$ cat src/pkg/pwm_dac_pkg.sv
// shared constants and types for the dual pulse-width D/A block
package pwm_dac_pkg;

  // timing in oscillator clocks; mclk is the oscillator clock
  localparam int FINE_PERIOD_CLKS = 32768;
  localparam int FINE_SUBPERIODS = 64;
  localparam int FINE_SUB_CLKS = FINE_PERIOD_CLKS / FINE_SUBPERIODS;
  localparam int COARSE_PERIOD_CLKS = 128;
  localparam int UNIT_CLKS = 2;

  localparam int FINE_CNT_W = $clog2(FINE_PERIOD_CLKS);
  localparam int FINE_SLOT_W = $clog2(FINE_SUB_CLKS);
  localparam int COARSE_CNT_W = $clog2(COARSE_PERIOD_CLKS);
  localparam int FINE_VAL_W = 14;
  localparam int COARSE_VAL_W = 6;
  localparam int SPREAD_W = 6;

  // register byte addresses on the AXI4-Lite bus
  localparam logic [3:0] ADDR_SELECTOR = 4'h0;
  localparam logic [3:0] ADDR_TRANSFER = 4'h4;
  localparam logic [3:0] ADDR_FINE_STATUS = 4'h8;
  localparam logic [3:0] ADDR_COARSE_STATUS = 4'hC;

  // buffer selector codes
  localparam logic [3:0] SEL_FINE_MID = 4'h2;
  localparam logic [3:0] SEL_FINE_HIGH = 4'h3;
  localparam logic [3:0] SEL_FINE_LOW = 4'h4;
  localparam logic [3:0] SEL_FINE_SPREAD = 4'h5;
  localparam logic [3:0] SEL_COARSE_LOW = 4'h6;
  localparam logic [3:0] SEL_COARSE_HIGH = 4'h7;
  localparam logic [3:0] SEL_TRANSFER = 4'hC;

  // field positions inside the fine and coarse values
  localparam int FINE_LOW_LSB = 0;
  localparam int FINE_SPREAD_LSB = 4;
  localparam int FINE_MID_LSB = 6;
  localparam int FINE_HIGH_LSB = 10;
  localparam int COARSE_HIGH_LSB = 4;

  // status layout
  localparam int STAT_PENDING_BIT = 31;

  localparam logic [1:0] RESP_OKAY = 2'h0;
  localparam logic [1:0] RESP_SLVERR = 2'h2;

  typedef struct packed {
    logic [FINE_VAL_W-1:0] fine;
    logic [COARSE_VAL_W-1:0] coarse;
  } pwm_values_t;

  localparam pwm_values_t VALUES_RESET = '0;

endpackage

$ cat src/verilog/pwm_period_timer.sv
// free-running period counter with one active-low pulse per compare interval
module pwm_period_timer #(
  parameter int CNT_W = 15,
  parameter int SLOT_W = 9
) (
  // clock and reset
  input wire logic mclk,
  input wire logic reset,
  // control
  input wire logic clear,
  input wire logic [SLOT_W-1:0] width,
  // status
  output logic [CNT_W-1:0] count,
  output logic period_end,
  output logic pulse_n
);

  logic [CNT_W-1:0] next_count;
  logic next_pulse_n;
  logic [SLOT_W-1:0] unit_index;

  generate
    if (SLOT_W < 2 || SLOT_W > CNT_W) begin : g_bad
      $error("pwm_period_timer: SLOT_W out of range");
    end
  endgenerate

  assign period_end = &count;

  always_comb begin
    // one unit is two clocks, so the low counter bit is dropped
    unit_index = {1'b0, count[SLOT_W-1:1]};
    next_count = count + 1'b1;
    next_pulse_n = !(unit_index < width);
    if (clear) begin
      next_count = '0;
      next_pulse_n = 1'b1;
    end
  end

  always_ff @(posedge mclk) begin
    if (reset) begin
      count <= '0;
      pulse_n <= 1'b1;
    end else begin
      count <= next_count;
      pulse_n <= next_pulse_n;
    end
  end

endmodule

$ cat src/verilog/pwm_dac.sv
// dual pulse-width D/A outputs with nibble transfer buffer and AXI4-Lite access
// Functional notes
// - The fine output runs from a 14-bit value over a 2^15-clock period split into 64 sub-periods.
// - Each fine sub-period carries a low pulse of n units of 2 clocks, n being value bits 13-6.
// - The fine pulse grows by one unit in exactly m of the 64 sub-periods, m being bits 5-0.
// - Extra units go to sub-period 32 for bit 0, 16/48 for bit 1, down to all odd ones for bit 5.
// - The coarse output has one pulse of k units per 2^7-clock period, k being its 6-bit value.
// - Sections 2, 3, 4, 5 load fine bits 9-6, 13-10, 3-0 and 5-4 (two low nibble bits only).
// - Sections 6 and 7 load coarse bits 3-0 and 5-4.
// - Writing code C to the selector commits the transfer buffer and enables the new values.
// - While sections are being written the outputs keep using the committed values.
// - New values take effect at the next period boundary of each output.
// - Committed values stay until a later commit, a hold or a reset replaces them.
// - Reset and hold clear selector, buffer and committed values, leaving both outputs high.
//
// Implementation choices: the register offsets and the AXI4-Lite slave port.
module pwm_dac (
  // clock and reset
  input wire logic mclk,
  input wire logic reset,
  // hold request pin, asynchronous
  input wire logic hold_req,
  // axi4-lite write address
  input wire logic [3:0] s_axi_awaddr,
  input wire logic s_axi_awvalid,
  output logic s_axi_awready,
  // axi4-lite write data
  input wire logic [31:0] s_axi_wdata,
  input wire logic [3:0] s_axi_wstrb,
  input wire logic s_axi_wvalid,
  output logic s_axi_wready,
  // axi4-lite write response
  output logic [1:0] s_axi_bresp,
  output logic s_axi_bvalid,
  input wire logic s_axi_bready,
  // axi4-lite read address
  input wire logic [3:0] s_axi_araddr,
  input wire logic s_axi_arvalid,
  output logic s_axi_arready,
  // axi4-lite read data
  output logic [31:0] s_axi_rdata,
  output logic [1:0] s_axi_rresp,
  output logic s_axi_rvalid,
  input wire logic s_axi_rready,
  // pulse outputs, active low
  output logic fine_pulse_output_n,
  output logic coarse_pulse_output_n
);
  import pwm_dac_pkg::*;

  // hold synchroniser
  logic hold_meta;
  logic hold_sync;

  // bus slave state
  logic aw_full;
  logic [3:0] aw_addr;
  logic w_full;
  logic [31:0] w_data;
  logic [3:0] w_strb;
  logic [1:0] bresp;
  logic bvalid;
  logic [31:0] rdata;
  logic [1:0] rresp;
  logic rvalid;
  logic next_aw_full;
  logic [3:0] next_aw_addr;
  logic next_w_full;
  logic [31:0] next_w_data;
  logic [3:0] next_w_strb;
  logic [1:0] next_bresp;
  logic next_bvalid;
  logic [31:0] next_rdata;
  logic [1:0] next_rresp;
  logic next_rvalid;

  // transfer state
  logic [3:0] selector;
  pwm_values_t xfer_buf;
  pwm_values_t committed;
  pwm_values_t active;
  logic fine_pending;
  logic coarse_pending;
  logic [3:0] next_selector;
  pwm_values_t next_xfer_buf;
  pwm_values_t next_committed;
  pwm_values_t next_active;
  logic next_fine_pending;
  logic next_coarse_pending;

  // waveform side
  logic [FINE_CNT_W-1:0] fine_count;
  logic [COARSE_CNT_W-1:0] coarse_count;
  logic fine_end;
  logic coarse_end;
  logic [FINE_SLOT_W-1:0] fine_width;
  logic [COARSE_CNT_W-1:0] coarse_width;
  logic do_write;
  logic commit_now;
  logic nibble_ok;
  logic [3:0] nibble;

  generate
    if (FINE_CNT_W - FINE_SLOT_W != SPREAD_W) begin : g_bad_fine
      $error("pwm_dac: fine period must hold 64 sub-periods");
    end
  endgenerate

  // true when sub-period slot gets the extra unit for spread value m
  function automatic logic extra_slot(input logic [SPREAD_W-1:0] slot,
                                      input logic [SPREAD_W-1:0] m);
    logic hit;
    hit = 1'b0;
    // lowest set bit position p of the slot selects m bit 5-p; slot 0 never gets one
    for (int p = SPREAD_W - 1; p >= 0; p--) begin
      if (slot[p]) begin
        hit = m[SPREAD_W-1-p];
      end
    end
    return hit;
  endfunction

  // decode of a word address inside the map
  function automatic logic is_addr(input logic [3:0] addr, input logic [3:0] reg_addr);
    return addr[3:2] == reg_addr[3:2];
  endfunction

  // hold is a pin, two flops before use
  always_ff @(posedge mclk) begin
    if (reset) begin
      hold_meta <= 1'b0;
      hold_sync <= 1'b0;
    end else begin
      hold_meta <= hold_req;
      hold_sync <= hold_meta;
    end
  end

  // ---------------- bus slave ----------------
  assign s_axi_awready = !aw_full && !bvalid;
  assign s_axi_wready = !w_full && !bvalid;
  assign s_axi_arready = !rvalid;
  assign s_axi_bvalid = bvalid;
  assign s_axi_bresp = bresp;
  assign s_axi_rvalid = rvalid;
  assign s_axi_rresp = rresp;
  assign s_axi_rdata = rdata;

  assign do_write = aw_full && w_full && !bvalid;
  assign nibble = w_data[3:0];

  always_comb begin
    next_aw_full = aw_full;
    next_aw_addr = aw_addr;
    next_w_full = w_full;
    next_w_data = w_data;
    next_w_strb = w_strb;
    next_bvalid = bvalid;
    next_bresp = bresp;
    next_rvalid = rvalid;
    next_rdata = rdata;
    next_rresp = rresp;
    if (s_axi_awvalid && s_axi_awready) begin
      next_aw_full = 1'b1;
      next_aw_addr = s_axi_awaddr;
    end
    if (s_axi_wvalid && s_axi_wready) begin
      next_w_full = 1'b1;
      next_w_data = s_axi_wdata;
      next_w_strb = s_axi_wstrb;
    end
    if (do_write) begin
      next_aw_full = 1'b0;
      next_w_full = 1'b0;
      next_bvalid = 1'b1;
      if (is_addr(aw_addr, ADDR_SELECTOR) || is_addr(aw_addr, ADDR_TRANSFER)) begin
        next_bresp = RESP_OKAY;
      end else begin
        next_bresp = RESP_SLVERR;
      end
    end else if (bvalid && s_axi_bready) begin
      next_bvalid = 1'b0;
    end
    if (s_axi_arvalid && s_axi_arready) begin
      next_rvalid = 1'b1;
      next_rresp = RESP_OKAY;
      next_rdata = '0;
      // write-only registers read as zero
      if (is_addr(s_axi_araddr, ADDR_FINE_STATUS)) begin
        next_rdata[FINE_VAL_W-1:0] = committed.fine;
        next_rdata[STAT_PENDING_BIT] = fine_pending;
      end else if (is_addr(s_axi_araddr, ADDR_COARSE_STATUS)) begin
        next_rdata[COARSE_VAL_W-1:0] = committed.coarse;
        next_rdata[STAT_PENDING_BIT] = coarse_pending;
      end else if (!is_addr(s_axi_araddr, ADDR_SELECTOR)
                   && !is_addr(s_axi_araddr, ADDR_TRANSFER)) begin
        next_rresp = RESP_SLVERR;
      end
    end else if (rvalid && s_axi_rready) begin
      next_rvalid = 1'b0;
    end
  end

  always_ff @(posedge mclk) begin
    if (reset) begin
      aw_full <= 1'b0;
      aw_addr <= '0;
      w_full <= 1'b0;
      w_data <= '0;
      w_strb <= '0;
      bvalid <= 1'b0;
      bresp <= RESP_OKAY;
      rvalid <= 1'b0;
      rdata <= '0;
      rresp <= RESP_OKAY;
    end else begin
      aw_full <= next_aw_full;
      aw_addr <= next_aw_addr;
      w_full <= next_w_full;
      w_data <= next_w_data;
      w_strb <= next_w_strb;
      bvalid <= next_bvalid;
      bresp <= next_bresp;
      rvalid <= next_rvalid;
      rdata <= next_rdata;
      rresp <= next_rresp;
    end
  end

  // ---------------- transfer buffer and latches ----------------
  // only byte lane 0 carries the nibble
  assign nibble_ok = do_write && w_strb[0];
  assign commit_now = nibble_ok && is_addr(aw_addr, ADDR_SELECTOR)
                      && (nibble == SEL_TRANSFER);

  always_comb begin
    next_selector = selector;
    next_xfer_buf = xfer_buf;
    next_committed = committed;
    next_active = active;
    next_fine_pending = fine_pending;
    next_coarse_pending = coarse_pending;
    if (nibble_ok && is_addr(aw_addr, ADDR_SELECTOR)) begin
      next_selector = nibble;
    end
    if (nibble_ok && is_addr(aw_addr, ADDR_TRANSFER)) begin
      unique case (selector)
        SEL_FINE_MID: next_xfer_buf.fine[FINE_MID_LSB+:4] = nibble;
        SEL_FINE_HIGH: next_xfer_buf.fine[FINE_HIGH_LSB+:4] = nibble;
        SEL_FINE_LOW: next_xfer_buf.fine[FINE_LOW_LSB+:4] = nibble;
        SEL_FINE_SPREAD: next_xfer_buf.fine[FINE_SPREAD_LSB+:2] = nibble[1:0];
        SEL_COARSE_LOW: next_xfer_buf.coarse[3:0] = nibble;
        SEL_COARSE_HIGH: next_xfer_buf.coarse[COARSE_HIGH_LSB+:2] = nibble[1:0];
        default: next_xfer_buf = xfer_buf;
      endcase
    end
    // committed only changes on the transfer code or on hold
    if (commit_now) begin
      next_committed = xfer_buf;
    end
    // outputs follow the active copy, reloaded only at a period boundary
    if (fine_end) begin
      next_active.fine = next_committed.fine;
      next_fine_pending = 1'b0;
    end else if (commit_now) begin
      next_fine_pending = 1'b1;
    end
    if (coarse_end) begin
      next_active.coarse = next_committed.coarse;
      next_coarse_pending = 1'b0;
    end else if (commit_now) begin
      next_coarse_pending = 1'b1;
    end
    if (hold_sync) begin
      next_selector = '0;
      next_xfer_buf = VALUES_RESET;
      next_committed = VALUES_RESET;
      next_active = VALUES_RESET;
      next_fine_pending = 1'b0;
      next_coarse_pending = 1'b0;
    end
  end

  always_ff @(posedge mclk) begin
    if (reset) begin
      selector <= '0;
      xfer_buf <= VALUES_RESET;
      committed <= VALUES_RESET;
      active <= VALUES_RESET;
      fine_pending <= 1'b0;
      coarse_pending <= 1'b0;
    end else begin
      selector <= next_selector;
      xfer_buf <= next_xfer_buf;
      committed <= next_committed;
      active <= next_active;
      fine_pending <= next_fine_pending;
      coarse_pending <= next_coarse_pending;
    end
  end

  // ---------------- waveforms ----------------
  // pulse width in units: n plus one in the chosen sub-periods, up to a full sub-period
  always_comb begin
    fine_width = {1'b0, active.fine[FINE_VAL_W-1:SPREAD_W]}
                 + {{(FINE_SLOT_W-1){1'b0}},
                    extra_slot(fine_count[FINE_CNT_W-1:FINE_SLOT_W],
                               active.fine[SPREAD_W-1:0])};
    coarse_width = {1'b0, active.coarse};
  end

  pwm_period_timer #(
    .CNT_W(FINE_CNT_W),
    .SLOT_W(FINE_SLOT_W)
  ) u_fine (
    .mclk(mclk),
    .reset(reset),
    .clear(hold_sync),
    .width(fine_width),
    .count(fine_count),
    .period_end(fine_end),
    .pulse_n(fine_pulse_output_n)
  );

  pwm_period_timer #(
    .CNT_W(COARSE_CNT_W),
    .SLOT_W(COARSE_CNT_W)
  ) u_coarse (
    .mclk(mclk),
    .reset(reset),
    .clear(hold_sync),
    .width(coarse_width),
    .count(coarse_count),
    .period_end(coarse_end),
    .pulse_n(coarse_pulse_output_n)
  );

endmodule

$ cat config.mk
export PLATFORM = sky130hd
export DESIGN_NAME = pwm_dac
export DESIGN_NICKNAME = d
export VERILOG_FILES = /design/src/pkg/pwm_dac_pkg.sv /design/src/verilog/pwm_period_timer.sv /design/src/verilog/pwm_dac.sv
export SDC_FILE = /design/constraint.sdc
export NUM_CORES = 1
export LEC_CHECK = 0
export BUFFER_PORTS_ARGS = -buffer_cell sky130_fd_sc_hd__buf_2
export CORE_UTILIZATION = 25
export CTS_BUF_LIST = sky130_fd_sc_hd__clkbuf_16
export DETAILED_ROUTE_END_ITERATION = 8
export SETUP_SLACK_MARGIN = 0.02
export SLEW_MARGIN = 5
export SYNTH_ARGS = -nofsm -noshare
export SYNTH_HDL_FRONTEND = slang
export SYNTH_HIERARCHICAL = 1
export SYNTH_SLANG_ARGS = --single-unit
$ cat constraint.sdc
create_clock -name mclk -period 7.2 [get_ports mclk]
set_input_delay 1.44 -clock mclk [delete_from_list [all_inputs] [get_ports mclk]]
set_output_delay 1.44 -clock mclk [all_outputs]
set_load 0.01 [all_outputs]
==> flow_summary.yaml <==
final_layout:
  multi_input_area_sq_um: 2540
  final_core_util: 0.305
  layout_common_cells: "120 x dfxtp_1, 85 x nor2_1, 54 x mux2i_1, 40 x buf_2, 39 x a21oi_1"
  layout_commonest_cell: "dfxtp_1"
  seq_area_sq_um: 2400
  fin_nets: 655
  layout-drive-gt1-share: 0.158
  insertedDiodeCount: 0
  fill_cells: 2101
  area_growth_pct: 18.8
placed_design:
  port_buffers: 40
  place_congestion: 0.766
  pre_cts_ws_ps: 3940
  dpl.hpwl_um: 7410
timing:
  slew_headroom: 0.285
  fin_crit_sh: 0.397
  timing.final.crit_period_ps: 2860
  tns_ps: 0
  tightest_slew_ps: 1070
  drv_slew: 0
  clock_skew_ps: 7.60
  hold_viol: 0
  setup_slack_ps: 4340
  fmax_mhz: 350
  report.final.setup_viol: 0
  rsz0062_at_grt: "false"
routing:
  wl_per_cell_um: 12.6
  drtPass1Iterations: 5
  drt-total-wl_um: 11000
  drc: 0
  vias_per_cell: 4.39
  ant_nets: 0
  routed-via-count: 3818
  drtIter0Drc: 204
worst_setup_path:
  regToRegStartpoint: "u_fine/count[14]$_SDFF_PP0_"
  reg2reg_depth: 13
  startpoint: "reset"
  cp_max_fo: 38
  path_class: "primary input to flip-flop"
  required_ps: 7530
  reg2reg_slack_ps: 4470
  endpoint: "active[13]$_SDFFE_PP0P_"
  worst_setup_path_end_kind: "flip-flop"
  start_kind: "primary input"
  r2r_end: "u_fine/pulse_n$_SDFF_PP1_"
  arrival_ps: 3190
yosys:
  ys_ff_latch: 120
  synthArstFlopShare: 0
  syn_avg_cell_area_sq_um: 9.50
  synth_xor_area_frac: 0.0201
  synth-edff-count: 0
  synth_mux_area_frac: 0.116
  synth_cell_types: 57
  synth_fa_ha_area_frac: 0.0383
  synth.yosys.seq_area_share: 0.460
  synthSimpleGateAreaFrac: 0.184
  synthFlopType: "dfxtp_1"
  netlist_instances: 550
  synth_compound_area_frac: 0.112
  synthesis.area_sq_um: 5220
  ys_warn_count: 6
  synth_top_family_by_area: "simple AND/OR/NAND/NOR gates"
die:
  io_pins: 95
  row_count: 52
  die_w_um: 147
  start_util: 0.257
  die_height_um: 147
  dieArea_sq_um: 21500
  design.core.area_sq_um: 20400
cts:
  root_buffer: "clkbuf_16"
  cts_tree: "yes"
  cts_buffer_depth: 2
  cts.sink_count: 120
  post_cts_resized: 0
  numCtsBuffers: 17
  ctsHoldBuffers: 0
  post-cts-setup-buffers: 0
  cts-htree-levels: 4
  worstSkewPairLatency_ps: 410
  cts.clk_slew.worst_paths_ps: 60
grt:
  gr-total-overflow: 0
  grt_pass1_vias: 3685
  track_usage: 0.110
  antenna_found_initial: 0
  grt_max_degree: 47
  grt_pass1_wl_um: 18700
worst_hold_path:
  min_path_type: "flip-flop to flip-flop"
pwr:
  max-vdd-ir-drop_mv: 0.165
  p_per_area_nw_per_um2: 261
  cellLeakagePower_nw: 2.54
run:
  max_cap_violations: 0
outcome:
  status: "finished, final reports clean"
[kinds of logic (layout without fill, tap and decap cells)]
kind of cell / after synthesis / after routing
AOI/OAI and AO/OA: 99 / 99
xor gates and xnor gates: 12 / 12
adders and majority gates: 16 / 16
buffers and inverters: 69 / 99
DFF: 120 / 120
muxes: 60 / 60
other: 1 / 21
and+or+nand+nor: 173 / 173
[through the flow]
step | total power (W) | area [sq um] | instances | hold slack, ps
3_3_place_gp | 0.000759 | 5590 | 838 | 428
5_1_grt | 0.00168 | 6200 | 870 | 461
6_report | 0.00162 | 6200 | 870 | 439
3_5_place_dp | 0.000759 | 5590 | 838 | 426
2_1_floorplan | 0.000747 | 5300 | 570 | 414
4_1_cts | 0.00164 | 6200 | 870 | 446
[per-layer routing]
layer / track usage / part of all wire / vias to the layer above / wire length, um
met2: 0.162 / 0.42 / 75 / 4640
met3: 0.0338 / 0.057 / 7 / 621
li1: - / - / 1952 / -
met4: 0.0344 / 0.0094 / 0 / 103
met5: 0 / 0 / - / 0
met1: 0.151 / 0.51 / 1784 / 5600
[final cells by class]
type / count / area share
Multi-Input combinational cell: 381 / 0.410
Sequential cell: 120 / 0.387
Clock buffer: 17 / 0.0686
Tap cell: 270 / 0.0545
Timing Repair Buffer: 43 / 0.0359
Clock inverter: 15 / 0.0296
Inverter: 24 / 0.0145
[critical path, cell delays in order]
cell and delay (ps):
buf_2 340, nor2_1 920, o21ai_0 280, a21oi_1 190
[report_power, final]
| part | leakage [nW] | switching, W | internal (W) | total [W] |
|---|---|---|---|---|
| Clock | 0.283 | 0.000301 | 0.000572 | 0.000873 |
| Sequential | 0.970 | 0.0000125 | 0.000673 | 0.000685 |
| Combinational | 1.29 | 0.0000384 | 0.0000205 | 0.0000589 |
| Total | 2.54 | 0.000352 | 0.00127 | 0.00162 |
[flip-flops by register name (all words and copies together) (netlist names), 2 cells and up]
name,cells
active,20
committed,20
xfer_buf,20
s_axi_rdata,15
u_fine/count,15
u_coarse/count,7
selector,4
w_data,4
aw_addr,2
[worst min-delay path by stage]
stage | to | cells after the start | slack, ps | start
5_1_grt | hold_sync$_SDFF_PP0_ | 1 | 460 | hold_meta$_SDFF_PP0_
3_3_place_gp | hold_sync$_SDFF_PP0_ | 1 | 430 | hold_meta$_SDFF_PP0_
3_5_place_dp | hold_sync$_SDFF_PP0_ | 1 | 430 | hold_meta$_SDFF_PP0_
2_1_floorplan | hold_sync$_SDFF_PP0_ | 1 | 410 | hold_meta$_SDFF_PP0_
6_report | hold_sync$_SDFF_PP0_ | 1 | 440 | hold_meta$_SDFF_PP0_
4_1_cts | hold_sync$_SDFF_PP0_ | 1 | 450 | hold_meta$_SDFF_PP0_
[synthesized netlist by cell type, types with 2 or more instances]
master	instances	area, sq um
buf_6	2	22.5
buf_4	21	158
nor2b_1	5	31.3
nand2_1	15	56.3
nand3_1	12	60.1
ha_1	16	200
nor3_1	3	15.0
clkbuf_1	17	63.8
nor4_4	3	63.8
and2_1	6	37.5
nor2_1	85	319
and3b_1	2	17.5
a21oi_1	39	195
buf_2	2	10.0
inv_1	23	86.3
a211oi_1	2	15.0
nand3b_1	2	15.0
nand2b_1	7	43.8
or4_1	2	15.0
mux2i_1	54	541
xor2_1	7	61.3
or2_2	2	12.5
o21ai_0	30	150
nor4_1	5	31.3
and3_1	4	25.0
mux2_2	6	67.6
or3_1	7	43.8
a22oi_1	15	113
dfxtp_1	120	2400
xnor2_1	5	43.8
buf_1	3	11.3
o31ai_1	3	22.5
No activity file was read; power rests on OpenSTA's default activity.
